===== config.mk =====
export PLATFORM = sky130hd
export DESIGN_NAME = phys_request_filter_high
export DESIGN_NICKNAME = d
export VERILOG_FILES = /design/src/rtl/phys_filter_pkg.sv /design/src/rtl/phys_request_filter_high.sv
export SDC_FILE = /design/constraint.sdc
export NUM_CORES = 1
export LEC_CHECK = 0
export BUFFER_PORTS_ARGS = -buffer_cell sky130_fd_sc_hd__buf_2
export CORE_MARGIN = 10
export CORE_UTILIZATION = 45
export CTS_CLUSTER_DIAMETER = 50
export DETAILED_ROUTE_END_ITERATION = 12
export MAX_ROUTING_LAYER = met4
export PLACE_DENSITY = 0.88
export SYNTH_ARGS = -nofsm -noshare
export SYNTH_HDL_FRONTEND = slang
export SYNTH_SLANG_ARGS = --single-unit

===== constraint.sdc =====
create_clock -name CLK_SYS_I -period 1.36 [get_ports CLK_SYS_I]
set_input_delay 0.136 -clock CLK_SYS_I [delete_from_list [all_inputs] [get_ports CLK_SYS_I]]
set_output_delay 0.136 -clock CLK_SYS_I [all_outputs]
set_load 0.02 [all_outputs]

===== src/rtl/phys_filter_pkg.sv =====
// Purpose: Constants for the upper physical request filter
// Assumes: 32-bit register port, byte addresses as printed
// Notes:   Shared by the design and the bench
//
// What this block does
// - Bit n (0..30) set routes physical requests from local node 32+n physically.
// - Bit clear: physical-bound request from that node goes to async receive context.
// - Local-bus requests consult the filter only after passing the asynchronous request filter.
// - Per-node comparison applies only to sources on the local bus.
// - Packets from remote buses get no acknowledge unless bit 31 is set.
// - Bit 31 set: every request from remote-bus nodes is accepted.
// - Bus reset pin leaves bit 31 alone; bits 30..0 clear on it.
// - Writes at set address set bits, clear address clears; reads show contents.
// - All 32 bits are zero after reset.
`default_nettype none

package phys_filter_pkg;

  // ==========================================================
  // Register map
  localparam int          ADDR_W              = 12;
  localparam logic [11:0] FILTER_SET_ADDR     = 12'h110;
  localparam logic [11:0] FILTER_CLEAR_ADDR   = 12'h114;

  // ==========================================================
  // Field layout and reset values
  localparam int          DATA_W              = 32;
  localparam int          ALL_BUSES_BIT       = 31;
  localparam int          NODE_BITS           = 31;
  localparam logic [31:0] FILTER_RESET        = 32'h0000_0000;
  localparam logic [31:0] PIN_RESET_KEEP_MASK = 32'h8000_0000;
  localparam logic [31:0] UNMAPPED_READ       = 32'h0000_0000;

  // ==========================================================
  // Node numbering
  localparam int          NODE_ID_W           = 6;
  localparam logic [5:0]  UPPER_NODE_BASE     = 6'h20;
  localparam logic [5:0]  BROADCAST_NODE      = 6'h3F;

  // ==========================================================
  // Timing
  localparam int          SYNC_STAGES         = 2;
  localparam int          DECISION_LATENCY    = 1;

endpackage : phys_filter_pkg

`default_nettype wire


===== src/rtl/phys_request_filter_high.sv =====
// Purpose: Upper-node physical request filter with set/clear register access
// Assumes: One 25 MHz clock; request inputs come from logic on that clock
// Notes:   Decision appears one cycle after the request strobe
`default_nettype none

module phys_request_filter_high
  import phys_filter_pkg::*;
(
  input  wire logic                 CLK_SYS_I,
  input  wire logic                 RST_N_I,
  // Bus reset pin from the far side, asynchronous to the clock
  input  wire logic                 HOST_BUS_RESET_PIN_N_I,
  // Register port
  input  wire logic [ADDR_W-1:0]    ADDR_I,
  input  wire logic [DATA_W-1:0]    WDATA_I,
  input  wire logic                 WR_I,
  input  wire logic                 RD_I,
  output logic      [DATA_W-1:0]    RDATA_O,
  // Incoming request to classify
  input  wire logic                 REQ_VALID_I,
  input  wire logic [NODE_ID_W-1:0] REQ_SRC_NODE_I,
  input  wire logic                 REQ_SRC_LOCAL_I,
  input  wire logic                 REQ_PHYS_DEST_I,
  input  wire logic                 REQ_ASYNC_PASS_I,
  // Routing decision
  output logic                      ROUTE_VALID_O,
  output logic                      ROUTE_PHYS_O,
  output logic                      ROUTE_ASYNC_O,
  output logic                      ROUTE_NO_ACK_O,
  output logic                      ROUTE_DEFER_O,
  output logic      [DATA_W-1:0]    FILTER_O
);

  // ==========================================================
  // State
  typedef struct packed {
    logic [DATA_W-1:0] filter;
    logic [DATA_W-1:0] rdata;
    logic              pin_meta;
    logic              pin_sync;
    logic              valid;
    logic              phys;
    logic              async_ctx;
    logic              no_ack;
    logic              defer;
  } state_t;

  localparam state_t STATE_RESET = '{
    filter:    FILTER_RESET,
    rdata:     UNMAPPED_READ,
    pin_meta:  1'b1,
    pin_sync:  1'b1,
    valid:     1'b0,
    phys:      1'b0,
    async_ctx: 1'b0,
    no_ack:    1'b0,
    defer:     1'b0
  };

  state_t state_reg;
  state_t state_next;

  logic       set_hit;
  logic       clear_hit;
  logic [4:0] node_index;
  logic       node_upper;
  logic       node_enabled;

  assign set_hit    = WR_I && (ADDR_I == FILTER_SET_ADDR);
  assign clear_hit  = WR_I && (ADDR_I == FILTER_CLEAR_ADDR);
  assign node_upper = (REQ_SRC_NODE_I >= UPPER_NODE_BASE) && (REQ_SRC_NODE_I != BROADCAST_NODE);
  assign node_index = REQ_SRC_NODE_I[4:0];
  // Index 31 would be the all-buses bit; node 63 is excluded above
  assign node_enabled = node_upper && state_reg.filter[node_index];

  // ==========================================================
  // Next state
  always_comb
  begin
    state_next = state_reg;

    // Pin passes two flops before anything looks at it
    state_next.pin_meta = HOST_BUS_RESET_PIN_N_I;
    state_next.pin_sync = state_reg.pin_meta;

    // Only ones written take effect at either address
    if (set_hit)
    begin
      state_next.filter = state_reg.filter | WDATA_I;
    end
    else if (clear_hit)
    begin
      state_next.filter = state_reg.filter & ~WDATA_I;
    end

    // Bus reset pin clears node bits but keeps the all-buses bit
    if (!state_reg.pin_sync)
    begin
      state_next.filter = state_next.filter & PIN_RESET_KEEP_MASK;
    end

    // Both addresses read back the live contents
    if (RD_I && ((ADDR_I == FILTER_SET_ADDR) || (ADDR_I == FILTER_CLEAR_ADDR)))
    begin
      state_next.rdata = state_reg.filter;
    end
    else
    begin
      state_next.rdata = UNMAPPED_READ;
    end

    // Decision defaults to nothing
    state_next.valid     = REQ_VALID_I;
    state_next.phys      = 1'b0;
    state_next.async_ctx = 1'b0;
    state_next.no_ack    = 1'b0;
    state_next.defer     = 1'b0;

    if (REQ_VALID_I)
    begin
      if (!REQ_SRC_LOCAL_I)
      begin
        // Remote sources skip the per-node comparison
        if (state_reg.filter[ALL_BUSES_BIT])
        begin
          state_next.phys      = REQ_PHYS_DEST_I;
          state_next.async_ctx = !REQ_PHYS_DEST_I;
        end
        else
        begin
          state_next.no_ack = 1'b1;
        end
      end
      else if (!REQ_ASYNC_PASS_I)
      begin
        // Rejected upstream; this filter is never consulted
        state_next.no_ack = 1'b1;
      end
      else if (!REQ_PHYS_DEST_I)
      begin
        state_next.async_ctx = 1'b1;
      end
      else if (!REQ_SRC_NODE_I[5])
      begin
        // Lower nodes belong to the companion filter
        state_next.defer = 1'b1;
      end
      else if (node_enabled)
      begin
        state_next.phys = 1'b1;
      end
      else
      begin
        state_next.async_ctx = 1'b1;
      end
    end
  end

  // ==========================================================
  // Registers
  always_ff @(posedge CLK_SYS_I or negedge RST_N_I)
  begin
    if (!RST_N_I)
    begin
      state_reg <= STATE_RESET;
    end
    else
    begin
      state_reg <= state_next;
    end
  end

  // ==========================================================
  // Outputs
  assign RDATA_O        = state_reg.rdata;
  assign ROUTE_VALID_O  = state_reg.valid;
  assign ROUTE_PHYS_O   = state_reg.phys;
  assign ROUTE_ASYNC_O  = state_reg.async_ctx;
  assign ROUTE_NO_ACK_O = state_reg.no_ack;
  assign ROUTE_DEFER_O  = state_reg.defer;
  assign FILTER_O       = state_reg.filter;

endmodule : phys_request_filter_high

`default_nettype wire


; ---- Word level (Yosys, flattened, before mapping)
; Index checks and enable logic that the tools add are counted.
; Widths: inputs -> output; s select.
[totals]
inputBits = 59
word_cells = 47
reg_bits = 71
out_inout_bits = 69
[op_classes]
n_reduce_logical = 7
n_lt_le_gt_ge = 2
bitwise_logic = 3
eq_ne = 4
muxes = 21
[op_table]
columns = cell, count
row1 = $mux 32, 3
row2 = $and 32x32->32, 1
row3 = $not 32->32, 1
row4 = $or 32x32->32, 1
row5 = $mux 31, 1
row6 = $eq 12x9->1 const B, 2
row7 = $mux 1, 11
row8 = $ge 6x6->1 const B, 1
row9 = $lt 5x6->1 const B, 1
row10 = $mux 2, 3
row11 = $ne 6x6->1 const B, 1
row12 = $bmux 1 s5, 1
row13 = $logic_and 1x1->1, 5
row14 = $mux 4, 1
row15 = $mux 3, 1
row16 = $ne 3x1->1 const B, 1
row17 = $logic_not 1->1, 1
row18 = $logic_or 1x1->1, 1

; ---- Depth between registers and ports, before layout
[depth]
word_depth = 9
mapped_depth = 7
ltp_nobuf = 5

; ---- Least setup slack after synthesis
; Ideal clock, no wire load.
[synth_path]
kind = reg2reg
start = reg state_reg (netlist bit FILTER_O[21])
end = reg state_reg (netlist bit ROUTE_PHYS_O)
setup_slack_ps = -85
n_path_buf = 0
period_less_slack_ps = 1445
setup_ps = 122
required_ps = 1238
path_stages_with_launch = 5
t_arrival_ps = 1323
cell_sequence = dfrtp_1 > mux4_2 > o21ai_0 > nand4_1 > o2111a_1
[synth_rtl]
columns = element, line
row1 = start: declaration, phys_request_filter_high.sv:60  ; state_t state_reg;
row2 = start signal: assignment, phys_request_filter_high.sv:169  ; state_reg <= state_next;

==> metrics <==
max-cap viol count 0; IO Port Bufs 127; total I/O pin count 128; CP Class reg -> reg; power density over cell area 961 mW/mm²; Psw 0.916 mW; layout cells sized above 1 0.412; Core Region 0.00781 mm²; CTS H-tree depth 3; slowest stage cell, crit path mux4_2; Sink Count 71; Sequential Power Share 0.497; Cell variety after synth 32; starting density of the core 0.465; first-pass GRT wire length 14000 µm; Congestion Overflow GR 0; initial antenna violation count 0; CP startpoint kind flop; placed cells 551; via count 2761; Die W 110 µm; Final min period 1.54 ns; diode count 0; Post-Place Worst Slack -0.279 ns; CP bufs+invs 0; via/cell ratio 4.82; Post-Syn Instances 361; cell family with most CP delay multiplexers; WL/cell 15.9 µm; violation count after the first detailed-route iteration 80; Final Net Count 525; RSZ-0062 raised after global routing true; CP Capture Type flop; Setup-failing EPs final 2; Fin. Hold Viols 0; syn nets 420; die area 0.0121 mm²; Ys Warns 0; fin crit share 1.13; clock transition at the registers of the reported paths 0.07 ns; Avg Inst Size Synth 10.1 µm²; total wire length 9100 µm; buffer depth of the longest clock path 2; TritonCTS clock tree done; largest net degree at the start of global routing 36; CP max stage delay 0.50 ns; VDD IR-drop max 0.423 mV; Critical Path RT 1.58 ns; DRT Pass-1 Iters 4; GRT Total Usage 0.155; Switching Share 0.213; Routability Congestion 0.861; Final Cell Area 0.00447 mm²; Final HPWL DP 6970 µm; Clk Latency, worst-skew pair 0.34 ns; Hold/Removal Path Class in -> reg; failing checks setup timing; chip height 110 µm; Final Non-Filler Cells 573; Int Pwr 3.38 mW; Final WS setup -0.178 ns; synthesis-stage register bit count 71; worst slew pin tran 0.514 ns; fin util 0.572; CP max FO 2; DRT antenna net count 0; fmax 0.650 GHz; Root Driver clkbuf_8; # fillers 695; Logic pwr share 0.061; DRC violations left 0; max FFs per register 32; crit-path cells mux4_2, o21ai_2, nand4_1, o2111a_1; mapped cell area 0.00363 mm²; row count 32; placed cell area 0.00416 mm²; CP arrival 1.76 ns; relative slew slack 0.657; Hold WS 0.0348 ns; Clock Skew 0.00891 ns; Clk pwr share 0.441; CTS buffer count 9; Static Leak 2.32 nW; vias in the first global route 2903; sequential share of the synthesized area 0.490; area grow syn2layout 23.1%; status complete, but fails checks; fin. max-slew vios 0
## cell families (layout without fill, tap and decap cells)
group / Yosys count / after routing / synth area share
and+or+nand+nor: 151 / 151 / 0.216
buffers and inverters: 81 / 191 / 0.160
DFF: 71 / 71 / 0.490
AOI/OAI and AO/OA: 44 / 44 / 0.0913
muxes: 14 / 14 / 0.0420
## power groups by stage
stage	registers (mW)	logic [mW]	clock network, mW
2_1_floorplan	2.17	0.0819	0
3_5_place_dp	2.18	0.255	0
6_report	2.14	0.263	1.90
4_1_cts	2.14	0.263	1.94
3_3_place_gp	2.18	0.248	0
5_1_grt	2.14	0.290	2.03
## cells in the final DEF, fill, tap and decap left out, types with 2 or more instances in the layout
cell,n
clkinvlp_4,2
nand4_1,3
a221oi_1,2
a21boi_1,30
clkbuf_8,11
buf_12,3
nand2_1,68
a22oi_1,3
or2_0,30
nor4b_2,2
nor2b_1,3
buf_4,39
dlygate4sd3_1,3
buf_2,125
bufinv_16,2
and2_1,33
nand3_1,3
dfrtp_1,69
and4_1,2
dfstp_2,2
buf_6,3
mux2i_1,13
nor2_1,3
inv_1,2
## per-layer routing
layer	wire, µm	global-route usage	up-vias
li1	-	-	1322
met1	3780	0.175	1336
met2	4540	0.257	95
met3	658	0.0398	8
met4	125	0.0595	0
met5	0	-	-
## repair_timing
action,4_1_cts,5_1_grt
buffers inserted,1,2
pin swaps,4,2
setup endpoints to repair,2,7
hold endpoints to repair,24,0
resized for setup,1,6
hold buffers,3,0
cloned,0,0
## cell usage after synthesis (all sizes together)
library cell	number	area, µm²
and2	33	206
nor3	1	5.00
nand3	3	15.0
a21boi	31	233
o2111a	1	11.3
a211oi	1	7.51
dfstp	2	52.6
or2	31	194
nor2b	3	18.8
o32ai	1	8.76
dfrtp	69	1730
a2111oi	1	8.76
clkbuf	9	33.8
a21o	1	7.51
o21ai	2	10.0
inv	2	7.51
nand2b	1	6.26
a21oi	1	5.00
and4	2	17.5
buf	70	541
nand4	3	18.8
a221oi	2	17.5
mux4	1	22.5
nand2	68	255
mux2i	13	130
nor2	3	11.3
a22oi	3	22.5
nand3b	1	7.51
nor4b	2	30.0
## path summary, 6_finish.rpt
path / from / slack (ns) / end / cells after the start
setup / recovery: FILTER_O[21]$_DFFE_PN0P_ / -0.18 / ROUTE_PHYS_O$_DFF_PN0_ / 4
hold / removal: REQ_PHYS_DEST_I / 0.03 / ROUTE_ASYNC_O$_DFF_PN0_ / 2
setup reg to reg: FILTER_O[21]$_DFFE_PN0P_ / -0.18 / ROUTE_PHYS_O$_DFF_PN0_ / 4
hold reg to reg: state_next[5]$_DFF_PN1_ / 0.36 / state_reg[5]$_DFF_PN1_ / 0
max in group asynchronous: RST_N_I / 0.56 / state_reg[5]$_DFF_PN1_ / 3
min in group asynchronous: RST_N_I / 0.22 / RDATA_O[6]$_DFF_PN0_ / 2
## layout make-up
cell class	count	area [µm²]	share of cell area
timing repair buffer	173	1040	0.233
clock inverter	5	80.1	0.0179
sequential	71	1780	0.398
clock buffer	11	151	0.0339
multi-input combinational	209	1280	0.286
tap	102	128	0.0286
inverter	2	7.51	0.00168
## metrics by stage
step / total power [mW] / setup TNS, ns
after detailed placement: 2.43 / -6.59
after global placement: 2.42 / -2.96
after global routing: 4.45 / -0.319
final: 4.29 / -0.204
after floorplan: 2.25 / -0.0426
after CTS: 4.34 / -0.224
Power figures use the tool's default switching activity.
